File: src/hbfp_pkg.sv
package hbfp_pkg;

    localparam int CLK_PERIOD_NS    = 50;
    localparam int BLANK_TIME_NS    = 11000;
    localparam int TRANS_TIME_NS    = 90000;
    localparam int FILTER_TIME_NS   = 2000;
    localparam int SHUTOFF_TIME_NS  = 1000;
    localparam int PARTNER_DELAY_NS = 500;

    // least times round up, longest times round down
    localparam int BLANK_CYC   = (BLANK_TIME_NS + CLK_PERIOD_NS - 1) / CLK_PERIOD_NS;
    localparam int TRANS_CYC   = (TRANS_TIME_NS + CLK_PERIOD_NS - 1) / CLK_PERIOD_NS;
    localparam int FILTER_CYC  = (FILTER_TIME_NS + CLK_PERIOD_NS - 1) / CLK_PERIOD_NS;
    localparam int SHUTOFF_CYC = SHUTOFF_TIME_NS / CLK_PERIOD_NS;
    localparam int PARTNER_CYC = (PARTNER_DELAY_NS + CLK_PERIOD_NS - 1) / CLK_PERIOD_NS;

    localparam int CNT_W = 12;

    localparam logic [3:0] ADDR_CONFIG = 4'h0;
    localparam logic [3:0] ADDR_DIAG   = 4'h1;
    localparam logic [3:0] ADDR_STATUS = 4'h2;

    localparam int CFG_W          = 3;
    localparam int CFG_LIMIT_LO   = 0;
    localparam int CFG_LIMIT_HI   = 1;
    localparam int CFG_SINGLE     = 2;
    localparam logic [CFG_W-1:0] CFG_RESET = 3'h2;

    typedef struct packed {
        logic [1:0] hs_above_limit;
        logic [1:0] hs_above_release;
        logic [1:0] hs_above_short;
        logic [1:0] ls_above_short;
        logic [1:0] outx_below_low_ref;
        logic [1:0] outx_above_high_ref;
        logic       over_temp;
        logic       supply_uv;
        logic       vdd_fail;
        logic       vdd_below_por;
        logic       io_supply_pin;
        logic       bridge_enable_n;
        logic       bridge_disable;
        logic       drive_input_one;
        logic       drive_input_two;
    } hbfp_sense_t;

    typedef struct packed {
        logic high_switch_one;
        logic low_switch_one;
        logic high_switch_two;
        logic low_switch_two;
    } hbfp_gate_t;

    typedef struct packed {
        logic       supply_uv_fault;
        logic       over_temp_fault;
        logic [1:0] open_load_fault;
        logic [1:0] short_to_supply_fault;
        logic [1:0] short_to_ground_fault;
    } hbfp_diag_t;

endpackage

File: src/hbfp_fault_protect.sv
// Chosen here: the register offsets and the address-and-strobe port.
`timescale 1ns/1ps
`default_nettype none

module hbfp_fault_protect #(
    parameter int CNT_W       = hbfp_pkg::CNT_W,
    parameter int BLANK_CYC   = hbfp_pkg::BLANK_CYC,
    parameter int TRANS_CYC   = hbfp_pkg::TRANS_CYC,
    parameter int FILTER_CYC  = hbfp_pkg::FILTER_CYC,
    parameter int PARTNER_CYC = hbfp_pkg::PARTNER_CYC
) (
    input  wire logic                 i_clock,
    input  wire logic                 i_rstn,
    input  wire hbfp_pkg::hbfp_sense_t i_sense,
    input  wire logic [3:0]           i_reg_addr,
    input  wire logic [7:0]           i_reg_wdata,
    input  wire logic                 i_reg_wr,
    input  wire logic                 i_reg_rd,
    output var logic [7:0]            o_reg_rdata,
    output var hbfp_pkg::hbfp_gate_t  o_gate,
    output var hbfp_pkg::hbfp_diag_t  o_diag,
    output var logic [1:0]            o_limit_level,
    output var logic                  o_diag_current_en,
    output var logic                  o_fault_flag_n_o,
    output var logic                  o_fault_flag_n_oe
);

    localparam logic [CNT_W-1:0] BLANK_LIM   = CNT_W'(BLANK_CYC);
    localparam logic [CNT_W-1:0] TRANS_LIM   = CNT_W'(TRANS_CYC);
    localparam logic [CNT_W-1:0] FILTER_LIM  = CNT_W'(FILTER_CYC);
    localparam logic [CNT_W-1:0] PARTNER_LIM = CNT_W'(PARTNER_CYC);
    localparam int PD_WAIT = PARTNER_CYC + 3;

    function automatic logic [CNT_W-1:0] sat_inc(input logic [CNT_W-1:0] c);
        sat_inc = (c == '1) ? c : c + 1'b1;
    endfunction

    hbfp_pkg::hbfp_sense_t meta_r;
    hbfp_pkg::hbfp_sense_t sense_r;
    logic [hbfp_pkg::CFG_W-1:0] cfg_r;
    logic [CNT_W-1:0] gnd_cnt_r [2];
    logic [CNT_W-1:0] sup_cnt_r [2];
    logic [CNT_W-1:0] lim_cnt_r [2];
    logic [CNT_W-1:0] trans_cnt_r;
    logic [CNT_W-1:0] pd_cnt_r;
    logic [1:0]       gnd_fault_r;
    logic [1:0]       sup_fault_r;
    logic [1:0]       chop_r;
    logic             flag_pull_r;
    logic [7:0]       rdata_r;

    logic             flag_mode;
    logic             single_mode;
    logic             pin_off;
    logic             supply_off;
    logic             all_off;
    logic [1:0]       hs_on;
    logic [1:0]       ls_on;
    logic [1:0]       gnd_hit;
    logic [1:0]       sup_hit;
    logic [1:0]       lim_hit;
    logic [1:0]       stage_off;
    logic             any_short;
    logic             partner_off;
    logic [1:0]       out_off;
    logic [1:0]       drive;
    logic [1:0]       chop_want;
    logic             trans_ok;
    logic             diag_en;
    logic             open_bridge;
    logic [1:0]       open_single;
    logic [1:0]       open_nxt;
    logic             flag_pull_nxt;
    logic             wr_cfg;
    logic             wr_diag;
    logic [1:0]       clr_gnd;
    logic [1:0]       clr_sup;
    logic [7:0]       rd_mux;
    hbfp_pkg::hbfp_gate_t gate_nxt;
    hbfp_pkg::hbfp_diag_t diag_nxt;

    // pins are asynchronous to i_clock, two stages before use
    always_ff @(posedge i_clock) begin
        if (!i_rstn) begin
            meta_r  <= '0;
            sense_r <= '0;
        end else begin
            meta_r  <= i_sense;
            sense_r <= meta_r;
        end
    end

    // grounded io supply selects flag mode
    assign flag_mode   = ~sense_r.io_supply_pin;
    assign single_mode = cfg_r[hbfp_pkg::CFG_SINGLE];
    assign pin_off     = sense_r.bridge_enable_n | sense_r.bridge_disable;
    // overheat and undervoltage switch all off
    assign supply_off  = sense_r.supply_uv | sense_r.vdd_fail | sense_r.over_temp
                         | sense_r.vdd_below_por;
    assign all_off     = pin_off | supply_off;

    assign hs_on = {o_gate.high_switch_two, o_gate.high_switch_one};
    assign ls_on = {o_gate.low_switch_two, o_gate.low_switch_one};

    // filter counters run only while the matching switch is on
    always_ff @(posedge i_clock) begin
        for (int k = 0; k < 2; k++) begin
            if (!i_rstn || !hs_on[k] || !sense_r.hs_above_short[k]) begin
                gnd_cnt_r[k] <= '0;
            end else begin
                gnd_cnt_r[k] <= sat_inc(gnd_cnt_r[k]);
            end
            if (!i_rstn || !ls_on[k] || !sense_r.ls_above_short[k]) begin
                sup_cnt_r[k] <= '0;
            end else begin
                sup_cnt_r[k] <= sat_inc(sup_cnt_r[k]);
            end
        end
    end

    // blanking counter only in bridge mode
    always_ff @(posedge i_clock) begin
        for (int k = 0; k < 2; k++) begin
            if (!i_rstn || single_mode || !hs_on[k] || !sense_r.hs_above_limit[k]) begin
                lim_cnt_r[k] <= '0;
            end else begin
                lim_cnt_r[k] <= sat_inc(lim_cnt_r[k]);
            end
        end
    end

    for (genvar k = 0; k < 2; k++) begin : g_hit
        assign gnd_hit[k] = (gnd_cnt_r[k] >= FILTER_LIM);
        assign sup_hit[k] = (sup_cnt_r[k] >= FILTER_LIM);
        assign lim_hit[k] = (lim_cnt_r[k] > BLANK_LIM);
    end

    // software clears latched shorts by writing ones; a new hit wins
    assign wr_cfg  = i_reg_wr && (i_reg_addr == hbfp_pkg::ADDR_CONFIG);
    assign wr_diag = i_reg_wr && (i_reg_addr == hbfp_pkg::ADDR_DIAG);
    assign clr_gnd = wr_diag ? i_reg_wdata[1:0] : 2'h0;
    assign clr_sup = wr_diag ? i_reg_wdata[3:2] : 2'h0;

    always_ff @(posedge i_clock) begin
        if (!i_rstn) begin
            gnd_fault_r <= 2'h0;
            sup_fault_r <= 2'h0;
        end else begin
            gnd_fault_r <= gnd_hit | (gnd_fault_r & ~clr_gnd);
            sup_fault_r <= sup_hit | (sup_fault_r & ~clr_sup);
        end
    end

    // affected stage off on the cycle after detection
    assign stage_off = gnd_fault_r | sup_fault_r;
    assign any_short = |stage_off;

    // partner delay only in bridge mode
    always_ff @(posedge i_clock) begin
        if (!i_rstn || !any_short || single_mode) begin
            pd_cnt_r <= '0;
        end else begin
            pd_cnt_r <= sat_inc(pd_cnt_r);
        end
    end
    assign partner_off = (pd_cnt_r >= PARTNER_LIM);

    // hold forcing until current falls under release level
    assign chop_want = single_mode ? 2'h0 : (lim_hit | (chop_r & sense_r.hs_above_release));
    // spacing counter starts full so the first transition is not delayed
    assign trans_ok  = (trans_cnt_r >= TRANS_LIM);

    always_ff @(posedge i_clock) begin
        if (!i_rstn) begin
            chop_r      <= 2'h0;
            trans_cnt_r <= TRANS_LIM;
        end else if (single_mode) begin
            chop_r      <= 2'h0;
            trans_cnt_r <= sat_inc(trans_cnt_r);
        end else if ((chop_want != chop_r) && trans_ok) begin
            chop_r      <= chop_want;
            trans_cnt_r <= '0;
        end else begin
            trans_cnt_r <= sat_inc(trans_cnt_r);
        end
    end

    // overcurrent in one high switch forces the other output high
    assign drive[0] = sense_r.drive_input_one | chop_r[1];
    assign drive[1] = sense_r.drive_input_two | chop_r[0];
    // partner_off never rises in single switch mode
    assign out_off  = {2{all_off | partner_off}} | stage_off;

    assign gate_nxt.high_switch_one = drive[0] & ~out_off[0];
    assign gate_nxt.low_switch_one  = ~drive[0] & ~out_off[0];
    assign gate_nxt.high_switch_two = drive[1] & ~out_off[1];
    assign gate_nxt.low_switch_two  = ~drive[1] & ~out_off[1];

    // sources only when pins disable, no short latched, not flag mode
    assign diag_en     = pin_off & ~any_short & ~flag_mode;
    // only out one high and out two low is open
    assign open_bridge = ~sense_r.outx_below_low_ref[0] & sense_r.outx_below_low_ref[1];
    assign open_single = ~sense_r.outx_below_low_ref & ~sense_r.outx_above_high_ref;
    assign open_nxt    = !diag_en ? 2'h0 : (single_mode ? open_single : {1'b0, open_bridge});

    assign diag_nxt.supply_uv_fault       = sense_r.supply_uv;
    assign diag_nxt.over_temp_fault       = sense_r.over_temp;
    assign diag_nxt.open_load_fault       = open_nxt;
    assign diag_nxt.short_to_supply_fault = sup_fault_r;
    assign diag_nxt.short_to_ground_fault = gnd_fault_r;

    // flag pulled low only in flag mode with logic supply valid
    assign flag_pull_nxt = flag_mode & ~sense_r.vdd_below_por
                           & (sense_r.supply_uv | pin_off | sense_r.vdd_fail
                              | any_short | sense_r.over_temp);

    always_ff @(posedge i_clock) begin
        if (!i_rstn) begin
            o_gate            <= '0;
            o_diag            <= '0;
            o_diag_current_en <= 1'b0;
            flag_pull_r       <= 1'b0;
        end else begin
            o_gate            <= gate_nxt;
            o_diag            <= diag_nxt;
            o_diag_current_en <= diag_en;
            flag_pull_r       <= flag_pull_nxt;
        end
    end

    // open drain: only ever drives low
    assign o_fault_flag_n_o  = 1'b0;
    assign o_fault_flag_n_oe = flag_pull_r;

    // limit level straight from two configuration bits
    always_ff @(posedge i_clock) begin
        if (!i_rstn) begin
            cfg_r <= hbfp_pkg::CFG_RESET;
        end else if (wr_cfg) begin
            cfg_r <= i_reg_wdata[hbfp_pkg::CFG_W-1:0];
        end
    end
    assign o_limit_level = {cfg_r[hbfp_pkg::CFG_LIMIT_HI], cfg_r[hbfp_pkg::CFG_LIMIT_LO]};

    assign rd_mux = (i_reg_addr == hbfp_pkg::ADDR_CONFIG) ? {5'h00, cfg_r} :
                    (i_reg_addr == hbfp_pkg::ADDR_DIAG)   ? o_diag :
                    (i_reg_addr == hbfp_pkg::ADDR_STATUS) ?
                        {4'h0, flag_mode, all_off, chop_r} : 8'h00;

    // read data valid only in the cycle after the strobe
    always_ff @(posedge i_clock) begin
        if (!i_rstn || !i_reg_rd) begin
            rdata_r <= 8'h00;
        end else begin
            rdata_r <= rd_mux;
        end
    end
    assign o_reg_rdata = rdata_r;
endmodule

`default_nettype wire

File: config.mk
export PLATFORM = sky130hd
export DESIGN_NAME = hbfp_fault_protect
export DESIGN_NICKNAME = d
export VERILOG_FILES = /design/src/hbfp_pkg.sv /design/src/hbfp_fault_protect.sv
export SDC_FILE = /design/constraint.sdc
export NUM_CORES = 1
export LEC_CHECK = 0
export BUFFER_PORTS_ARGS = -buffer_cell sky130_fd_sc_hd__buf_2
export CAP_MARGIN = 30
export CORE_MARGIN = 3
export CORE_UTILIZATION = 50
export CTS_CLUSTER_SIZE = 20
export DETAILED_ROUTE_END_ITERATION = 10
export PLACE_DENSITY_LB_ADDON = 0.05
export SLEW_MARGIN = 5
export SYNTH_ARGS = -nofsm -noshare
export SYNTH_HDL_FRONTEND = slang
export SYNTH_SLANG_ARGS = --single-unit
File: constraint.sdc
create_clock -name i_clock -period 2.45 [get_ports i_clock]
set_input_delay 0.245 -clock i_clock [delete_from_list [all_inputs] [get_ports i_clock]]
set_output_delay 0.245 -clock i_clock [all_outputs]
set_load 0.05 [all_outputs]
Word-level counts from Yosys, hierarchy flattened
Memory sizes are Yosys's and may differ from the RTL's.
Index checks and enable logic that the tools add are counted.
{"block": "classes", "n_addsub": 8, "n_lt_le_gt_ge": 8, "eq_ne": 11, "mux": 40, "bitwise": 49, "n_reduce_logical": 38}
{"cell": "2-to-1 mux 12 bit", "count": 15}
{"cell": "adder 12 x 1 -> 12 bit, second input constant", "count": 8}
{"cell": "== test 12 bit, second input constant", "count": 8}
{"cell": "greater-or-equal comparator 12 x 6 -> 1 bit, second input constant", "count": 4}
{"cell": "greater-than comparator 12 x 8 -> 1 bit, second input constant", "count": 2}
{"cell": "2-to-1 mux 1 bit", "count": 19}
{"cell": "bitwise OR 1 bit", "count": 18}
{"cell": "logical OR 1 bit", "count": 16}
{"cell": "logical NOT 1 bit", "count": 13}
{"cell": "greater-or-equal comparator 12 x 11 -> 1 bit, second input constant", "count": 1}
{"cell": "greater-or-equal comparator 12 x 4 -> 1 bit, second input constant", "count": 1}
{"cell": "bitwise OR 2 bit", "count": 5}
{"cell": "bitwise AND 1 bit", "count": 9}
{"cell": "inverter 1 bit", "count": 9}
{"cell": "bitwise AND 2 bit", "count": 4}
{"cell": "2-to-1 mux 8 bit", "count": 1}
{"cell": "inverter 2 bit", "count": 4}
{"cell": "2-to-1 mux 2 bit", "count": 3}
{"cell": "OR reduction 2 bit", "count": 3}
{"cell": "== test 4 x 1 -> 1 bit, second input constant", "count": 1}
{"cell": "== test 4 x 2 -> 1 bit, second input constant", "count": 1}
{"cell": "logical NOT 4 bit", "count": 1}
{"cell": "2-to-1 mux 4 bit", "count": 1}
{"cell": "logical AND 1 bit", "count": 3}
{"cell": "4 further kinds", "count": 4}
{"block": "word_totals", "register_bits": 97, "ramBits": 72, "in_bits": 37, "out_inout_bits": 25, "elab_cells": 207, "n_memories": 3}
{"name": "gnd_cnt_r", "depth": 2, "width": 12, "read_ports": 2, "rd_clocked_by_memory_dff": 0, "write_ports": 2, "line_no": "hbfp_fault_protect.sv:41", "rtl": "logic [CNT_W-1:0] gnd_cnt_r [2];"}
{"name": "lim_cnt_r", "depth": 2, "width": 12, "read_ports": 2, "rd_clocked_by_memory_dff": 0, "write_ports": 2, "line_no": "hbfp_fault_protect.sv:43", "rtl": "logic [CNT_W-1:0] lim_cnt_r [2];"}
{"name": "sup_cnt_r", "depth": 2, "width": 12, "read_ports": 2, "rd_clocked_by_memory_dff": 0, "write_ports": 2, "line_no": "hbfp_fault_protect.sv:42", "rtl": "logic [CNT_W-1:0] sup_cnt_r [2];"}

Longest topological paths before layout
Gate-level depths: netlist of run 1.
{"block": "depth", "ltp_word": 8, "mapped_depth": 7, "mapped_depth_nobuf": 6}

Least setup slack after synthesis of run 1
No wires, ideal clock.
{"block": "synth_timing", "path_kind": "register -> register", "start": "mem lim_cnt_r[1][0]", "end": "reg trans_cnt_r[5]", "setup_time_ns": 0.103, "t_arrival_ns": 1.812, "required_ns": 2.347, "path_slack_ns": 0.535, "stages_incl_launch_ff": 7, "n_path_buf": 0, "period_less_slack_ns": 1.915, "path_cell_list": "dfxtp_1 -> inv_1 -> ha_1 -> o311ai_1 -> mux2i_1 -> a211oi_4 -> a2111oi_2"}
{"item": "start, declared", "line_no": "hbfp_fault_protect.sv:43"}
{"item": "end signal, assigned", "line_no": "hbfp_fault_protect.sv:179", "rtl": "trans_cnt_r <= sat_inc(trans_cnt_r);"}
{"item": "end signal, assigned", "line_no": "hbfp_fault_protect.sv:184", "rtl": "trans_cnt_r <= sat_inc(trans_cnt_r);"}
{"item": "end, declared", "line_no": "hbfp_fault_protect.sv:44", "rtl": "logic [CNT_W-1:0] trans_cnt_r;"}

==> results of run 1 <==
-- cells in the mapped netlist, drive strengths merged, types with 5 or more instances --
cell type  number
a31oi          10
clkbuf         20
nor3           31
nor4           19
o21ai          18
ha             16
xor2           29
nand4          26
nand2          53
nand3          42
dfxtp         169
and3           15
inv            23
or3             5
nor2           92
xnor2          23
a211oi          8
and2           56
a21oi          44
or4             8
mux2i          17
and4            8
-- metrics by stage --
stage | utilization [%] | setup WS, ns | std cells | total power (uW)
2_1_floorplan | - | 0.535 | 773 | 2970
3_3_place_gp | 55.1 | 0.348 | 987 | 3020
3_5_place_dp | 55.1 | 0.236 | 987 | 3030
4_1_cts | 59.4 | 0.210 | 1019 | 5590
5_1_grt | 59.4 | 0.0280 | 1019 | 5710
6_report | 59.4 | 0.228 | 1019 | 5520
-- routing by layer --
metal	wire length, um	GRT usage [%]	vias up	share of wire [%]
met2	7260	32.4	123	50
met4	104	6.91	2	0.71
met1	6650	25.0	2651	45
met3	621	4.86	8	4.2
met5	7	0	-	0.048
li1	-	-	2809	-
-- layout make-up --
class	count	area, sq um	area share [%]
Multi-Input combinational cell	557	3400	42.6
Sequential cell	169	3380	42.3
Clock buffer	19	453	5.67
Timing Repair Buffer	62	325	4.07
Tap cell	176	220	2.76
Clock inverter	13	121	1.52
Inverter	23	86.3	1.08
-- cells by family (layout without fill, tap and decap cells) --
family                   after synthesis  in the layout  synth area share, %
AND/OR/NAND/NOR                      376            376                 28.6
flip-flops                           169            169                 48.5
AO/OA/AOI/OAI                         95             95                 8.31
XOR/XNOR                              52             52                 6.53
buffers and inverters                 47            117                 2.71
multiplexers                          17             17                 2.44
adder cells (fa/ha/maj)               16             16                 2.87
other                                  1              1               0.0538
-- registers in the layout (all words and copies together) (netlist names) --
name,count
chop_r,2
o_diag_current_en,1
diag_nxt,2
trans_cnt_r,12
cfg_r,3
pd_cnt_r,12
meta_r,21
sup_fault_r,2
o_diag,8
sense_r,19
sup_cnt_r,24
o_reg_rdata,8
o_gate,4
gnd_cnt_r,24
lim_cnt_r,24
o_fault_flag_n_oe,1
gnd_fault_r,2
-- report_power, final --
group,switching (uW),internal (uW)
Combinational,91.1,61.2
Clock,1100,1460
Sequential,20.6,2790
Total,1210,4310
-- worst max-delay path, cell delays in order (launching register included) --
cell	delay, ns
dfxtp_1	0.41
inv_1	0.08
ha_1	0.19
o311ai_1	0.50
mux2i_1	0.41
a211oi_4	0.17
a2111oi_2	0.36
-- worst min path at each step --
stage | endpoint | slack (ns) | cells after the start
detailed placement | o_diag[5]$_SDFF_PN0_ | 0.38 | 1
global placement | o_diag[5]$_SDFF_PN0_ | 0.38 | 1
CTS | meta_r[7]$_SDFF_PN0_ | 0.005 | 2
floorplan | meta_r[0]$_SDFF_PN0_ | 0.37 | 1
global route | meta_r[19]$_SDFF_PN0_ | 0.007 | 2
finish | meta_r[20]$_SDFF_PN0_ | 0.02 | 2
==> impl_metrics.yaml, run 1 <==
route:
  antenna_left: 0
  vias: 5593
  drc: 0
  wl_per_cell_um: 14.4
  finalWirelength_um: 14600
  dr.first_iter.drc_count: 337
  post_drt_via_cell_ratio: 5.49
  drt_first_pass_iters: 5
critical_path:
  r2r-end: "trans_cnt_r[5]$_SDFF_PN0_"
  cp-start-kind: "register"
  endpoint_kind: "register"
  endpoint: "trans_cnt_r[5]$_SDFF_PN0_"
  required_ns: 2.77
  critPathKind: "register to register"
  rr_startpoint: "lim_cnt_r[0][0]$_SDFFE_PP0P_"
  cp_max_fo: 8
  crit_start: "lim_cnt_r[0][0]$_SDFFE_PP0P_"
  rrSetupSlack_ns: 0.23
  cp.arrival_ns: 2.54
  reg2regPathDepth: 6
yosys:
  synth_area_per_cell_sq_um: 9.02
  async_reset_ff_share_pct: 0
  yosysTopAreaCell: "dfxtp_1"
  syn-num-nets: 826
  netlist_instances: 773
  ys.flop_type: "dfxtp_1"
  synth_cell_types: 50
  ys_seq_area_share_pct: 48.5
  synth_edf_count: 0
  synth_area_leaders: "dfxtp_1 (49%), and2_1 (5.0%), nor2_1 (5.0%)"
  synth-seq-cells: 169
  synth_top_area_share_pct: 48.5
  yosysWarnings: 0
  synth_area_sq_um: 6970
finish:
  syn_to_final_growth_pct: 14.6
  finalNetCount: 883
  antenna_cells: 0
  drive_gt1_share_pct: 12.7
  layout_commonest_cell: "dfxtp_1"
  mostFrequentLayoutCells: "dfxtp_1 (169), nor2_1 (92), and2_1 (56), buf_2 (56), nand2_1 (53)"
  fillCellCount: 1199
  design_area_sq_um: 7990
sta:
  clock_skew_ns: 0.0150
  slew_viol_final: 0
  worst_pin_slew_ns: 0.520
  hold_viol: 0
  slew_headroom_pct: 64.8
  finalCriticalPeriod_ns: 2.22
  fmax_mhz: 450
  tns_ns: 0
  fin_hold_ws_ns: 0.0218
  setup_violations: 0
  grt_setup_unrepaired: "no"
  finalCritPeriodShare_pct: 90.7
hold_path:
  min_path_type: "primary input to register"
  hp-start: "i_sense[20]"
floorplan:
  die_area_sq_um: 15400
  initial_utilization_pct: 51.8
  fp.dieW_um: 124
  num_rows: 42
  core_area_sq_um: 13500
  die_h_um: 124
  io_pins: 62
clock_tree:
  cts_setup_buffers: 0
  cts_resized: 0
  clock_latency_ns: 0.42
  cts_hold_buf: 0
  clk_path_buf_depth: 2
  cts_sinks: 169
  root_buffer: "clkbuf_16"
  cts_made_buffers: 17
  cts-htree-levels: 4
  clk_pin_slew_ns: 0.07
  cts_tree: "yes"
placed_design:
  dpl-instance-area_sq_um: 7420
  hpwl_um: 10400
  io_buffers: 56
  place.gp.congestion: 0.826
job:
  cap_violations: 0
grt:
  grt_pass1_wl_um: 23900
  grt_overflow: 0
  grt_max_degree: 23
  grt_pass1_vias: 5146
  gr-usage-all-layers_pct: 19.6
  grt_antenna_before_repair: 1
run_status:
  status: "complete, no violations"
pwr:
  p_leak_uw: 0.00295
  power_density_nw_per_um2: 691
  worst_ir_drop_vdd_v: 0.000483
(Power assumes the default switching activity.)
==> run 2, diff against run 1 <==
--- a/config.mk
+++ b/config.mk
@@ -5,6 +5,7 @@
 export SDC_FILE = /design/constraint.sdc
 export NUM_CORES = 1
 export LEC_CHECK = 0
+export ABC_AREA = 1
 export BUFFER_PORTS_ARGS = -buffer_cell sky130_fd_sc_hd__buf_2
 export CAP_MARGIN = 30
 export CORE_MARGIN = 3
==> impl_metrics.yaml, run 2 <==
run_status:
  status: "complete, no violations"
route:
  dr.first_iter.drc_count: 366
  vias: 5808
  post_drt_via_cell_ratio: 4.70
  wl_per_cell_um: 11.7
  drc: 0
  antenna_left: 0
  finalWirelength_um: 14500
  drt_first_pass_iters: 5
yosys:
  syn-num-nets: 1020
  synth_edf_count: 0
  yosysWarnings: 0
  synth_area_sq_um: 7350
  synth_common_cells: "inv_1 (184), nand2_1 (178), dfxtp_1 (169), nor2_1 (84), a21oi_1 (57)"
  synth_top_area_share_pct: 46.0
  ys.flop_type: "dfxtp_1"
  yosysTopAreaCell: "dfxtp_1"
  yosysMostFrequentCell: "inv_1"
  async_reset_ff_share_pct: 0
  synth_cell_types: 44
  ys_seq_area_share_pct: 46.0
  netlist_instances: 967
  synth_area_leaders: "dfxtp_1 (46%), inv_1 (9.4%), nand2_1 (9.1%)"
  synth_area_per_cell_sq_um: 7.61
  synth-seq-cells: 169
clock_tree:
  cts_made_buffers: 17
  clk_path_buf_depth: 2
  cts_tree: "yes"
  cts_setup_buffers: 0
  cts-htree-levels: 4
  cts_sinks: 169
  clk_pin_slew_ns: 0.06
  root_buffer: "clkbuf_16"
  clock_latency_ns: 0.42
pwr:
  power_density_nw_per_um2: 714
  worst_ir_drop_vdd_v: 0.000441
  p_comb_share_pct: 7.3
  p_clk_share_pct: 44.8
  swShare_pct: 23.6
  p_switching_uw: 1440
  internal-power_uw: 4660
  p_leak_uw: 0.00404
  p_seq_share_pct: 47.9
floorplan:
  core_area_sq_um: 14100
  fp.dieW_um: 127
  die_area_sq_um: 16200
  die_h_um: 127
  initial_utilization_pct: 52.0
  num_rows: 43
  io_pins: 62
grt:
  gr-usage-all-layers_pct: 19.0
  grt_pass1_vias: 5469
  grt_overflow: 0
  grt_antenna_before_repair: 0
  grt_max_degree: 34
  grt_pass1_wl_um: 25000
sta:
  worst_pin_slew_ns: 0.587
  slew_viol_final: 0
  fmax_mhz: 566
  grt_setup_unrepaired: "no"
  tns_ns: 0
  fin_hold_ws_ns: 0.0127
  finalCriticalPeriod_ns: 1.77
  hold_viol: 0
  clock_skew_ns: 0.00492
  slew_headroom_pct: 60.5
  finalCritPeriodShare_pct: 72.2
  setup_violations: 0
hold_path:
  min_path_type: "primary input to register"
  whs_path_depth: 3
  hp-start: "i_sense[8]"
  holdPathEnd: "meta_r[8]$_SDFF_PN0_"
placed_design:
  place.gp.congestion: 0.799
  hpwl_um: 10400
  io_buffers: 56
critical_path:
  required_ns: 2.75
  cp.arrival_ns: 2.07
  rrSetupSlack_ns: 0.68
  endpoint_kind: "register"
  critPathKind: "register to register"
  rr_startpoint: "lim_cnt_r[1][0]$_SDFFE_PP0P_"
  reg2regPathDepth: 14
  cp_max_fo: 12
  cp-start-kind: "register"
  r2r-end: "trans_cnt_r[9]$_SDFF_PN1_"
finish:
  syn_to_final_growth_pct: 16.1
  layout_commonest_cell: "inv_1"
  antenna_cells: 0
  regArea_sq_um: 3380
  mostFrequentLayoutCells: "inv_1 (184), nand2_1 (178), dfxtp_1 (169)"
  drive_gt1_share_pct: 13.0
  fillCellCount: 1330
  largestRegisters: "gnd_cnt_r (24), lim_cnt_r (24), sup_cnt_r (24)"
  finalNetCount: 1097
  multi_input_area_sq_um: 3160
job:
  cap_violations: 0
[run 2: how the worst max path moves through the flow]
stage | start | to | cells after the start
floorplan | lim_cnt_r[1][0]$_SDFFE_PP0P_ | trans_cnt_r[3]$_SDFF_PN1_ | 15
global placement | lim_cnt_r[1][0]$_SDFFE_PP0P_ | trans_cnt_r[9]$_SDFF_PN1_ | 14
detailed placement | lim_cnt_r[1][0]$_SDFFE_PP0P_ | trans_cnt_r[9]$_SDFF_PN1_ | 14
CTS | lim_cnt_r[1][0]$_SDFFE_PP0P_ | trans_cnt_r[10]$_SDFF_PN1_ | 14
global route | lim_cnt_r[0][0]$_SDFFE_PP0P_ | trans_cnt_r[8]$_SDFF_PN1_ | 14
finish | lim_cnt_r[1][0]$_SDFFE_PP0P_ | trans_cnt_r[9]$_SDFF_PN1_ | 14
[run 2: power groups by stage]
stage	Combinational [uW]	Clock, uW	Sequential (uW)
3_5_place_dp	434	0	2980
2_1_floorplan	312	0	2990
4_1_cts	452	2790	2920
3_3_place_gp	426	0	2980
5_1_grt	518	2900	2930
6_report	444	2730	2920
[run 2: critical path: stages (launching register included)]
cell	delay [ns]
dfxtp_1	0.33
inv_1	0.10
ha_1	0.21
nor2_1	0.09
nand2_1	0.05
nand2_1	0.06
nand2_1	0.06
nand2_1	0.08
nand2_1	0.07
nand2_1	0.06
nand2_1	0.04
nand2_1	0.07
nand3_2	0.23
nand2_1	0.14
nand2_1	0.05
[run 2: metal layers]
metal	up-vias	routed length, um	GRT usage, %
li1	3164	-	-
met1	2562	7220	24.9
met2	62	6610	30.4
met3	20	454	4.93
met4	0	243	6.69
met5	-	0	0
[run 2: cells by family after synthesis]
kind of cell | Yosys count | share of synthesized area [%]
buffers and inverters | 208 | 11.1
XOR/XNOR | 50 | 5.95
other | 1 | 0.0510
AO/OA/AOI/OAI | 131 | 9.60
multiplexers | 1 | 0.153
AND/OR/NAND/NOR | 391 | 24.4
flip-flops | 169 | 46.0
adder cells (fa/ha/maj) | 16 | 2.72
[run 2: through the flow]
step	util, %	cells	cell area [sq um]	total power [uW]	setup WS, ns
2_1_floorplan	-	967	7350	3300	0.937
3_3_place_gp	55.1	1192	7800	3410	0.664
3_5_place_dp	55.1	1192	7800	3420	0.652
4_1_cts	60.3	1237	8540	6160	0.650
5_1_grt	60.3	1237	8540	6360	0.447
6_report	60.3	1237	8540	6090	0.682
[run 2: what timing repair did]
action                                 4_1_cts  5_1_grt
endpoints found under the hold margin       13        0
setup endpoints to repair                    0        0
gates resized for setup                      0        0
hold buffers                                13        0
[run 2: layout make-up]
type                    instances  area share [%]
clock buffers                  21            5.39
clock inverters                11            1.72
inverters                     194            8.58
multi-input cells             590            37.0
flip-flops and latches        169            39.6
well taps                     180            2.64
repair buffers                 72            5.07
